`src/design/aux_adc_regs.vh`:
```
`ifndef AUX_ADC_REGS_VH
`define AUX_ADC_REGS_VH

// command word layout: address nibble on top, mode fields below
`define CMD_BITS           16
`define CMD_COUNT_W        5
`define CMD_ADDR_MSB       15
`define CMD_ADDR_LSB       12
`define AUX_MODE_ADDR      4'h3

// mode register fields
`define MODE_W             11
`define MODE_RESET         11'h000
`define START_BIT          0
`define REF_BIT            1
`define MUX_LSB            2
`define MUX_MSB            3
`define AVG_LSB            4
`define AVG_MSB            6
`define DIV_LSB            7
`define DIV_MSB            9
`define OUTEN_BIT          10

// conversion sequence
`define EDGES_PER_CONV     12
`define EDGE_SAMPLE        4'h0
`define EDGE_LOAD          4'hB
`define AVG_MAX_CODE       3'h5
`define HOLD_BITS          6

// timing kept by the host
`define CLK_PERIOD_PS      25000
`define CS_HIGH_MIN_PS     80000
`define CS_HIGH_MIN_CYC    ((`CS_HIGH_MIN_PS + `CLK_PERIOD_PS - 1) / `CLK_PERIOD_PS)
`define CLK_WAKE_PS        7200000
`define CLK_WAKE_CYC       ((`CLK_WAKE_PS + `CLK_PERIOD_PS - 1) / `CLK_PERIOD_PS)
`define CONV_CLK_MAX_HZ    4000000

`endif

```
`src/design/aux_adc_serial_control.v`:
```
`timescale 1ns/10ps
`include "aux_adc_regs.vh"

// Overview of operation
// - sample serial input MSB first on rising clock
// - latch sixteen-bit word on chip select rise
// - serial clock may idle high or low
// - stopped clock keeps all state frozen
// - start bit one begins a conversion
// - start bit self-clears after full conversion
// - start writes during conversion are ignored
// - reference select zero bandgap, one supply
// - two-bit input select steers four-way mux
// - averaging code picks 1 to 32 conversions
// - twelve conversion clock edges per conversion
// - total time 12 x averages x divisor
// - output mode bit gates result onto output
// - output busy high, low when ready
// - result out MSB first on falling clock
// - output released while chip select high
// - unread result blocks new conversion starts
module aux_adc_serial_control #(
   parameter RES_W = 10
) (
   input  wire             CLK,
   input  wire             RST_N,
   input  wire             CE,
   input  wire             CS_N,
   input  wire             SCLK,
   input  wire             DIN,
   output reg              DOUT,
   output reg              DOUT_OE,
   input  wire             COMP,
   output reg              SAMPLE,
   output reg  [RES_W-1:0] SAR_CODE,
   output reg              REF_SEL,
   output reg  [1:0]       MUX_SEL
);

   localparam ACC_W  = RES_W + 5;
   localparam SH_W   = RES_W + `HOLD_BITS;
   localparam ST_IDLE = 2'h0;
   localparam ST_CONV = 2'h1;
   localparam ST_DONE = 2'h2;

   // terminal count of the conversion clock divider
   function [6:0] div_tc;
      input [2:0] code;
      reg   [7:0] tmp;
      begin
         tmp    = (8'h01 << code) - 8'h01;
         div_tc = tmp[6:0];
      end
   endfunction

   // averaging shift; codes above five saturate at 32 conversions
   function [2:0] avg_shift;
      input [2:0] code;
      begin
         avg_shift = (code > `AVG_MAX_CODE) ? `AVG_MAX_CODE : code;
      end
   endfunction

   // index of the last sub-conversion of an averaged run
   function [5:0] avg_last;
      input [2:0] code;
      reg   [6:0] tmp;
      begin
         tmp      = (7'h01 << avg_shift(code)) - 7'h01;
         avg_last = tmp[5:0];
      end
   endfunction

   // one successive-approximation step: resolve bit under test, try the next one
   function [RES_W-1:0] sar_step;
      input [RES_W-1:0] code;
      input [3:0]       e;
      input             comp;
      integer           i;
      begin
         sar_step = code;
         for (i = 0; i < RES_W; i = i + 1) begin
            if (i == RES_W - e)
               sar_step[i] = comp;
            if (i == RES_W - 1 - e)
               sar_step[i] = 1'b1;
         end
      end
   endfunction

   reg  [1:0]             state_r;
   reg                    sclk_q_r;
   reg                    cs_q_r;
   reg  [`CMD_BITS-1:0]   shift_in_r;
   reg  [`CMD_COUNT_W-1:0] bit_cnt_r;
   reg  [`MODE_W-1:0]     mode_r;
   reg                    dis_r;
   reg                    read_frame_r;
   reg  [SH_W-1:0]        dout_sh_r;
   reg  [RES_W-1:0]       result_r;
   reg  [2:0]             snap_avg_r;
   reg  [2:0]             snap_div_r;
   reg  [6:0]             div_cnt_r;
   reg  [3:0]             edge_r;
   reg  [5:0]             sub_r;
   reg  [ACC_W-1:0]       acc_r;
   reg                    dout_nxt;
   reg                    dout_oe_nxt;

   wire        sclk_rise  = ~CS_N & SCLK & ~sclk_q_r;
   wire        sclk_fall  = ~CS_N & ~SCLK & sclk_q_r;
   wire        cs_fall    = cs_q_r & ~CS_N;
   wire        cs_rise    = ~cs_q_r & CS_N;
   wire        cmd_valid  = cs_rise & (bit_cnt_r == `CMD_BITS);
   wire        wr_mode    = cmd_valid &
                            (shift_in_r[`CMD_ADDR_MSB:`CMD_ADDR_LSB] == `AUX_MODE_ADDR);
   wire        new_start  = shift_in_r[`START_BIT];
   // a finished read frame frees the output register, so a start in it is taken at once
   wire        read_done  = (state_r == ST_DONE) & read_frame_r & cs_rise;
   wire        slot_free  = (state_r == ST_IDLE) | read_done;
   wire        start_conv = wr_mode & new_start & slot_free;
   wire        tick       = (state_r == ST_CONV) & (div_cnt_r == div_tc(snap_div_r));
   wire        last_edge  = tick & (edge_r == `EDGE_LOAD);
   wire        last_sub   = sub_r == avg_last(snap_avg_r);
   wire        conv_end   = last_edge & last_sub;
   wire        load_out   = cs_fall & (state_r == ST_DONE) & mode_r[`OUTEN_BIT] & ~dis_r;
   // wide enough to sum 32 full-scale codes without wrap
   wire [ACC_W-1:0] acc_sum = acc_r + {{(ACC_W-RES_W){1'b0}}, SAR_CODE};
   wire [ACC_W-1:0] acc_avg = acc_sum >> avg_shift(snap_avg_r);

   // serial pins are sampled in the system clock domain; CE low freezes everything
   always @(posedge CLK or negedge RST_N) begin
      if (!RST_N) begin
         sclk_q_r   <= 1'b0;
         cs_q_r     <= 1'b1;
         shift_in_r <= {`CMD_BITS{1'b0}};
         bit_cnt_r  <= {`CMD_COUNT_W{1'b0}};
      end else if (CE) begin
         sclk_q_r <= SCLK;
         cs_q_r   <= CS_N;
         if (sclk_rise) begin
            shift_in_r <= {shift_in_r[`CMD_BITS-2:0], DIN};
            if (cs_fall)
               bit_cnt_r <= 5'h01;
            else if (bit_cnt_r != `CMD_BITS)
               bit_cnt_r <= bit_cnt_r + 5'h01;
         end else if (cs_fall) begin
            bit_cnt_r <= 5'h00;
         end
      end
   end

   // mode register and result hand-off
   always @(posedge CLK or negedge RST_N) begin
      if (!RST_N) begin
         mode_r       <= `MODE_RESET;
         state_r      <= ST_IDLE;
         dis_r        <= 1'b0;
         read_frame_r <= 1'b0;
      end else if (CE) begin
         if (cs_fall)
            read_frame_r <= (state_r == ST_DONE) & mode_r[`OUTEN_BIT] & ~dis_r;
         else if (cs_rise)
            read_frame_r <= 1'b0;
         if (wr_mode) begin
            if (state_r == ST_CONV)
               mode_r <= {shift_in_r[`MODE_W-1:1], 1'b1};
            else
               mode_r <= shift_in_r[`MODE_W-1:0];
         end
         case (state_r)
            ST_IDLE: begin
               if (start_conv)
                  state_r <= ST_CONV;
            end
            ST_CONV: begin
               if (conv_end) begin
                  state_r              <= ST_DONE;
                  mode_r[`START_BIT]   <= 1'b0;
               end
            end
            ST_DONE: begin
               if (read_done) begin
                  state_r <= start_conv ? ST_CONV : ST_IDLE;
                  dis_r   <= 1'b0;
               end else if (wr_mode & new_start) begin
                  dis_r <= 1'b1;
               end else if (wr_mode) begin
                  // start bit written zero drops the stale result and recovers
                  state_r <= ST_IDLE;
                  dis_r   <= 1'b0;
               end
            end
            default: begin
               state_r <= ST_IDLE;
            end
         endcase
      end
   end

   // conversion sequencer on divided clock ticks
   always @(posedge CLK or negedge RST_N) begin
      if (!RST_N) begin
         snap_avg_r <= 3'h0;
         snap_div_r <= 3'h0;
         REF_SEL    <= 1'b0;
         MUX_SEL    <= 2'h0;
         div_cnt_r  <= 7'h00;
         edge_r     <= 4'h0;
         sub_r      <= 6'h00;
         acc_r      <= {ACC_W{1'b0}};
         SAR_CODE   <= {RES_W{1'b0}};
         result_r   <= {RES_W{1'b0}};
         SAMPLE     <= 1'b0;
      end else if (CE) begin
         SAMPLE <= tick & (edge_r == `EDGE_SAMPLE);
         if (start_conv) begin
            // settings are captured once so a mid-conversion write cannot skew averaging
            REF_SEL    <= shift_in_r[`REF_BIT];
            MUX_SEL    <= shift_in_r[`MUX_MSB:`MUX_LSB];
            snap_avg_r <= shift_in_r[`AVG_MSB:`AVG_LSB];
            snap_div_r <= shift_in_r[`DIV_MSB:`DIV_LSB];
            div_cnt_r  <= 7'h00;
            edge_r     <= 4'h0;
            sub_r      <= 6'h00;
            acc_r      <= {ACC_W{1'b0}};
         end else if (state_r == ST_CONV) begin
            if (tick)
               div_cnt_r <= 7'h00;
            else
               div_cnt_r <= div_cnt_r + 7'h01;
            if (tick) begin
               if (edge_r == `EDGE_SAMPLE) begin
                  SAR_CODE <= {1'b1, {(RES_W-1){1'b0}}};
                  edge_r   <= edge_r + 4'h1;
               end else if (edge_r == `EDGE_LOAD) begin
                  edge_r <= 4'h0;
                  acc_r  <= acc_sum;
                  sub_r  <= sub_r + 6'h01;
                  if (last_sub)
                     result_r <= acc_avg[RES_W-1:0];
               end else begin
                  SAR_CODE <= sar_step(SAR_CODE, edge_r, COMP);
                  edge_r   <= edge_r + 4'h1;
               end
            end
         end
      end
   end

   // result shifter, loaded when a read frame opens
   always @(posedge CLK or negedge RST_N) begin
      if (!RST_N) begin
         dout_sh_r <= {SH_W{1'b0}};
      end else if (CE) begin
         if (load_out)
            dout_sh_r <= {result_r, {`HOLD_BITS{result_r[0]}}};
         // a fall before the frame's first rise is an idle-high clock leaving
         // rest; shifting there would drop the msb before the host sees it
         else if (sclk_fall & read_frame_r & (bit_cnt_r != {`CMD_COUNT_W{1'b0}}))
            dout_sh_r <= {dout_sh_r[SH_W-2:0], result_r[0]};
      end
   end

   // pin value and enable; the pin is released whenever chip select is high
   always @* begin
      dout_nxt    = 1'b0;
      dout_oe_nxt = 1'b0;
      if (CS_N) begin
         dout_oe_nxt = 1'b0;
      end else if (state_r == ST_CONV) begin
         dout_oe_nxt = 1'b1;
         dout_nxt    = 1'b1;
      end else if ((state_r == ST_DONE) & ~dis_r) begin
         dout_oe_nxt = 1'b1;
         if (load_out)
            dout_nxt = result_r[RES_W-1];
         else if (read_frame_r)
            dout_nxt = dout_sh_r[SH_W-1];
         else
            dout_nxt = 1'b0;
      end
   end

   // pin driver flops; a disabled output stays released until recovery
   always @(posedge CLK or negedge RST_N) begin
      if (!RST_N) begin
         DOUT    <= 1'b0;
         DOUT_OE <= 1'b0;
      end else if (CE) begin
         DOUT    <= dout_nxt;
         DOUT_OE <= dout_oe_nxt;
      end
   end

endmodule // aux_adc_serial_control

```
`config.mk`:
```
export PLATFORM = sky130hd
export DESIGN_NAME = aux_adc_serial_control
export DESIGN_NICKNAME = d
export VERILOG_FILES = /design/src/design/aux_adc_serial_control.v
export VERILOG_INCLUDE_DIRS = /design/src /design/src/design
export SDC_FILE = /design/constraint.sdc
export NUM_CORES = 1
export LEC_CHECK = 0
export ABC_CLOCK_PERIOD_IN_PS = 4200
export BUFFER_PORTS_ARGS = -buffer_cell sky130_fd_sc_hd__buf_4
export CAP_MARGIN = 10
export CELL_PAD_IN_SITES_DETAIL_PLACEMENT = 1
export CELL_PAD_IN_SITES_GLOBAL_PLACEMENT = 1
export CORE_UTILIZATION = 49
export CTS_CLUSTER_SIZE = 30
export DETAILED_ROUTE_END_ITERATION = 12
export GPL_ROUTABILITY_DRIVEN = 0
export HOLD_SLACK_MARGIN = 0.05
export PLACE_DENSITY_LB_ADDON = 0.1
export SYNTH_ARGS = -nofsm -noshare
export SYNTH_HDL_FRONTEND = slang
export SYNTH_SLANG_ARGS = --single-unit
export TNS_END_PERCENT = 100
```
`constraint.sdc`:
```
create_clock -name CLK -period 4.2 [get_ports CLK]
set_clock_uncertainty 0.15 [all_clocks]
set_input_delay 0.21 -clock CLK [delete_from_list [all_inputs] [get_ports CLK]]
set_output_delay 0.21 -clock CLK [all_outputs]
set_load 0.05 [all_outputs]
```
== Word level (Yosys, flattened, before mapping) ==
Index checks and enable logic that the tools add are counted.

* Logic and storage cells: 220
* Register bits: 117
* Output and inout port bits: 16
* Bits of input ports: 7

* Magnitude comparators: 1
* Bitwise gates (word level): 32
* Shift-type cells: 3
* Equal/unequal tests: 32
* Reductions and logical operators: 45
* Multiplexer cells: 67
* Add/sub/neg operators: 9

{| class="wikitable"
|+ Operators with widths
! kind !! number
|-
| equality test 3 x 32 -> 1 bit, first input constant || 8
|-
| equality test 2 x 32 -> 1 bit, first input constant || 4
|-
| equality test 4 x 32 -> 1 bit, first input constant || 4
|-
| two-way mux 15 bit || 5
|-
| equality test 1 x 32 -> 1 bit, first input constant || 2
|-
| logical NOT 32 bit || 2
|-
| AND reduction 6 bit || 10
|-
| two-way mux 1 bit || 34
|-
| nonzero test 3 bit || 11
|-
| two-way mux 16 bit || 2
|-
| two-way mux 6 bit || 5
|-
| bitwise AND 1 bit || 24
|-
| two-way mux 7 bit || 3
|-
| two-way mux 10 bit || 2
|-
| two-way mux 4 bit || 5
|-
| two-way mux 5 bit || 4
|-
| adder 15 x 10 -> 15 bit || 1
|-
| right shift 15 x 3 -> 10 bit || 1
|-
| nonzero test 2 bit || 7
|-
| AND reduction 2 bit || 6
|-
| two-way mux 2 bit || 5
|-
| AND reduction 5 bit || 2
|-
| subtractor 4 x 4 -> 5 bit, first input constant || 2
|-
| AND reduction 3 bit || 3
|-
| 27 further kinds || 37
|}

== Depth between registers and ports, before layout ==
* Word-level depth: 9
* Gate-level depth with buffers: 14
* Mapped depth without buffers: 10

== Worst setup path before layout ==
Ideal clock, no wire load.

* Path kind: register to register
* Start: reg snap_div_r[2]
* End: reg acc_r[0]
* Data required time: 3918 ps
* Cell stages (with the launch flop): 12
* Library setup time: 132 ps
* Period minus slack after synthesis: 3110 ps
* Data arrival time: 2828 ps
* Slack: 1090 ps
* Buffers on the path: 2
* Cell sequence: dfrtp_1 > buf_6 > or3_4 > ha_1 > xnor2_1 > nor4_1 > nand3_1 > o31ai_4 > nand2_1 > clkbuf_1 > nand2_1 > o21ai_1

* Cells in the longest elaborated chain, start to end: 6

{| class="wikitable"
|+ Ends and longest elaborated chain
! item !! line !! RTL
|-
| start: declaration || aux_adc_serial_control.v:102 || <nowiki>reg [2:0] snap_div_r;</nowiki>
|-
| start signal: assignment || aux_adc_serial_control.v:222 || <nowiki>snap_div_r <= shift_in_r[`DIV_MSB:`DIV_LSB];</nowiki>
|-
| left shift 1 x 3 -> 7 bit || aux_adc_serial_control.v:51 || <nowiki>tmp = (8'h01 << code) - 8'h01;</nowiki>
|-
| subtractor 7 x 1 -> 7 bit || aux_adc_serial_control.v:51 ||
|-
| equality test 7 bit || aux_adc_serial_control.v:122 || <nowiki>wire tick = (state_r == ST_CONV) & (div_cnt_r == div_tc(snap_div_r));</nowiki>
|-
| bitwise AND 1 bit || aux_adc_serial_control.v:122 ||
|-
| nonzero test 2 bit (no source line) || -- ||
|-
| AND reduction 5 bit (no source line) || -- ||
|-
| end signal: assignment || aux_adc_serial_control.v:211 || <nowiki>acc_r <= {ACC_W{1'b0}};</nowiki>
|-
| end signal: assignment || aux_adc_serial_control.v:226 || <nowiki>acc_r <= {ACC_W{1'b0}};</nowiki>
|-
| end signal: assignment || aux_adc_serial_control.v:238 || <nowiki>acc_r <= acc_sum;</nowiki>
|-
| end: declaration || aux_adc_serial_control.v:106 || <nowiki>reg [ACC_W-1:0] acc_r;</nowiki>
|}

No other way between the ends.
A chain may end at the register's enable or synchronous reset.

== Worst setup path in the final report ==
* Start: reg snap_div_r[2]
* End: reg result_r[9]

* Cells in the longest elaborated chain, start to end: 5

{| class="wikitable"
|+ Ends and longest elaborated chain
! item !! line !! RTL
|-
| left shift 1 x 3 -> 7 bit || aux_adc_serial_control.v:51 ||
|-
| subtractor 7 x 1 -> 7 bit || aux_adc_serial_control.v:51 ||
|-
| equality test 7 bit || aux_adc_serial_control.v:122 ||
|-
| bitwise AND 1 bit || aux_adc_serial_control.v:122 ||
|-
| AND reduction 7 bit (no source line) || -- ||
|-
| end signal: assignment || aux_adc_serial_control.v:213 || <nowiki>result_r <= {RES_W{1'b0}};</nowiki>
|-
| end signal: assignment || aux_adc_serial_control.v:241 || <nowiki>result_r <= acc_avg[RES_W-1:0];</nowiki>
|-
| end: declaration || aux_adc_serial_control.v:100 || <nowiki>reg [RES_W-1:0] result_r;</nowiki>
|}

No other way between the ends.

==> results_tabular.tex <==
\begin{tabular}{lr}
\hline
Metric & Value \\
\hline
\multicolumn{2}{l}{\textbf{STA}} \\
\quad Final-layout setup total negative slack & 0 ps \\
\quad Highest clock frequency the design can meet & 0.262 GHz \\
\quad Setup repair after global routing missed its margin & no \\
\quad Hold violation count in the final report & 0 \\
\quad Slew at the pin with the worst max-slew slack & around 760 ps \\
\quad Worst relative slew slack & 0.489 \\
\quad Max-slew violation count & 0 \\
\quad Setup violators final & 0 \\
\quad Final min period & 3820 ps \\
\quad Final Cycle Share & 0.910 \\
\multicolumn{2}{l}{\textbf{Final layout}} \\
\quad Area overhead of the layout relative to synthesis & 10.1\% \\
\quad Fill cell instance count of the final layout & 1,555 \\
\quad Count of antenna diodes in the layout & 0 \\
\quad Summed area of non-filler cells in the final layout & 7270 um\^{}2 \\
\quad Non-Filler Instances & about 940 \\
\quad Proportion of layout cells with a drive suffix above 1 & 0.106 \\
\quad Core occupancy in the finished layout & 0.551 \\
\quad NumNets Final & slightly below 800 \\
\multicolumn{2}{l}{\textbf{Synthesis}} \\
\quad Synthesized area per cell & 8.86 um\^{}2 \\
\quad Dominant combinational cell family by area after synthesis & simple AND/OR/NAND/NOR gates \\
\quad Compound-cell area share of the yosys netlist & 0.198 \\
\quad Largest area contributor in the synthesized netlist & dfrtp\_1 \\
\quad Sequential fraction of the synthesis area & 0.409 \\
\quad Warning count from the yosys run & 0 \\
\quad Netlist area before placement & about 6600 um\^{}2 \\
\quad Synthesized-area fraction occupied by and/or/nand/nor cells & 0.207 \\
\quad Area share of xor/xnor cells in the synthesized design & 0.0318 \\
\quad Yosys reg bits & roughly 110 \\
\quad Fraction of registers with async set/reset & 1.00 \\
\quad Most common cell in the netlist & nand2\_1 \\
\quad Number of enable-type register cells in the synthesized netlist & 0 \\
\quad Synth top cells by count & nand2\_1, dfrtp\_1, a21oi\_1, o21ai\_0, nor2\_1 \\
\quad Post-Syn Nets & about 780 \\
\quad Area share of fa/ha/maj cells after synthesis & 0.0504 \\
\quad Multiplexer share of the synthesized area & 0.0684 \\
\quad Area fraction of the dominant cell type after synthesis & 0.405 \\
\quad Number of unique standard cell types used by synthesis & 72 \\
\quad Leading cell types by total area after synthesis & dfrtp\_1, nand2\_1, ha\_1 \\
\quad Main synth FF type & dfrtp\_1 \\
\quad Synthesized instance count & about 750 \\
\multicolumn{2}{l}{\textbf{Routing}} \\
\quad Detailed-route wire length & $\sim$18,000 um \\
\quad Number of vias after detailed routing & 5,700 \\
\quad Drt wl/cell & 19.3 um \\
\quad DR pass1 iterations & 4 \\
\quad Detailed-route DRC error count & 0 \\
\quad Post-detailed-route count of antenna-violating nets & 0 \\
\quad First-iteration detailed-routing DRC count & 312 \\
\quad Via density per instance & roughly 6.1 \\
\multicolumn{2}{l}{\textbf{Placement}} \\
\quad Dpl cell area & just under 7000 um\^{}2 \\
\quad Number of cells after detailed placement & between 900 and 1,000 \\
\quad Total half-perimeter wirelength after legalization and detailed placement & 13,200 um \\
\quad I/O Buffers & 22 \\
\multicolumn{2}{l}{\textbf{Die}} \\
\quad Area of the core region & about 13,000 um\^{}2 \\
\quad Starting density of the core & 0.501 \\
\quad I/O pins & 23 \\
\quad Floorplan die area & 13,900 um\^{}2 \\
\quad Count of standard-cell rows & 42 \\
\quad Horizontal die dimension & about 120 um \\
\quad Die H & around 120 um \\
\multicolumn{2}{l}{\textbf{Clock network}} \\
\quad Clock net sink count & about 110 \\
\quad Clock slew at the register clock pins of the worst setup and hold paths & about 70 ps \\
\quad Worst-Skew Late Latency & approximately 360 ps \\
\quad Root Buffer & clkbuf\_16 \\
\quad CTS Buf Count & 9 \\
\quad Maximum clock insertion buffer count & 2 \\
\quad Cells resized by post-CTS repair & 0 \\
\quad \# H-tree levels & 3 \\
\quad CTS tree & done \\
\multicolumn{2}{l}{\textbf{Critical path}} \\
\quad Worst path bufs/invs & 0 \\
\quad Data required, critical path & $\sim$4300 ps \\
\quad Critical Setup Path Class & reg -> reg \\
\quad Critical-path top delay cell & nor4b\_4 \\
\quad Crit end category & flop \\
\quad Cell family with the largest share of critical-path delay & simple AND/OR/NAND/NOR gates \\
\quad Worst Path Max Fanout & 14 \\
\quad Arrival @ worst endpoint & 3900 ps \\
\quad Critical path, cell by cell & or3\_4 > ha\_1 > xnor2\_1 > a31oi\_1 > a211o\_1 > nor4b\_4 > nand2\_1 > a2111oi\_2 > a2bb2oi\_1 \\
\quad Startpoint class of the critical path & flop \\
\quad Biggest cell delay along the critical path & 620 ps \\
\multicolumn{2}{l}{\textbf{Power}} \\
\quad Power, Total & 2110 uW \\
\quad Largest vdd supply drop & a little over 0.2 mV \\
\quad Total power density per cell area & 290 nW/um\^{}2 \\
\quad Static leakage & about 0.0032 uW \\
\multicolumn{2}{l}{\textbf{Outcome}} \\
\quad Status & complete, no violations \\
\multicolumn{2}{l}{\textbf{Global routing}} \\
\quad Antenna violations before repair & 0 \\
\quad Total Routing Usage GR & 0.269 \\
\quad Remaining Overflow, GRT & 0 \\
\quad Largest net degree at the start of global routing & 47 \\
\quad Global-route wire length before repair & $\sim$30,000 um \\
\quad Vias in the first global route & approximately 6,000 \\
\multicolumn{2}{l}{\textbf{Worst hold path}} \\
\quad Worst hold-check path type & in -> reg \\
\multicolumn{2}{l}{\textbf{Run}} \\
\quad Max-cap violations & 0 \\
\hline
\end{tabular}
[per-stage QoR]
stage	hold WS [ps]	setup WS, ps
after floorplan	-236	1090
after global placement	117	638
after detailed placement	127	429
after CTS	50.9	412
after global routing	80.4	142
final	55.1	380
[power by group]
group          switching (uW)  internal, uW
combinational            54.7          42.9
clock                     387           518
sequential               30.6          1070
total                     472          1630
[registers in the layout, summed over array words and instances (netlist names), 2 cells and up]
signal and count:
bit_cnt_r 5, div_cnt_r 7, SAR_CODE 10, sub_r 6, edge_r 4, result_r 10, acc_r 15, MUX_SEL 2
snap_avg_r 3, shift_in_r 16, state_r 2, snap_div_r 3, dout_sh_r 16
[cells by family (layout without fill, tap and decap cells)]
family / count (synthesis) / count (layout)
AO/OA/AOI/OAI: 208 / 208
adder cells (fa/ha/maj): 26 / 26
multiplexers: 39 / 39
AND/OR/NAND/NOR: 283 / 283
flip-flops: 108 / 108
buffers and inverters: 57 / 73
XOR/XNOR: 24 / 24
[path summary, 6_finish.rpt]
check	startpoint	endpoint	slack, ps	cells after the start
worst max-delay path	snap_div_r[2]$_DFFE_PN0P_	result_r[9]$_DFFE_PN0P_	380	9
worst min-delay path	CE	cs_q_r$_DFFE_PN1P_	60	2
worst max register to register	snap_div_r[2]$_DFFE_PN0P_	result_r[9]$_DFFE_PN0P_	380	9
worst min register to register	MUX_SEL[0]$_DFFE_PN0P_	MUX_SEL[0]$_DFFE_PN0P_	320	2
max in group asynchronous	RST_N	acc_r[11]$_DFFE_PN0P_	2720	3
min in group asynchronous	RST_N	result_r[3]$_DFFE_PN0P_	270	2
[cell usage in the layout (no fill, tap or decap), drive strengths merged, types with 5 or more instances in the layout]
cell,instances
a211oi,9
a21oi,50
and2,9
and3,10
buf,32
clkbuf,10
dfrtp,107
ha,25
inv,22
mux2,19
mux2i,17
nand2,130
nand2b,6
nand3,26
nand4,5
nor2,40
nor2b,14
nor3,13
nor3b,6
nor4,5
o211ai,9
o21ai,78
o31ai,8
xnor2,12
xor2,12
[per-layer routing]
layer	vias to the layer above	global-route usage	routed length (um)	part of all wire
met1	2896	0.355	8280	0.46
met2	81	0.457	8910	0.49
li1	2695	-	-	-
met4	0	0.0745	326	0.018
met3	28	0.0446	531	0.029
met5	-	0	0	0
[area by class of cell]
class,instances,area (um^2),area share
repair buffers,36,280,0.0385
clock buffers,10,229,0.0315
inverters,22,82.6,0.0114
clock inverters,5,77.6,0.0107
flip-flops and latches,108,2700,0.372
well taps,176,220,0.0303
multi-input cells,580,3680,0.506
[what timing repair did]
action,CTS,global route
hold buffers,4,0
endpoints found under the hold margin,47,0
buffers inserted,0,0
(Power assumes the default switching activity.)
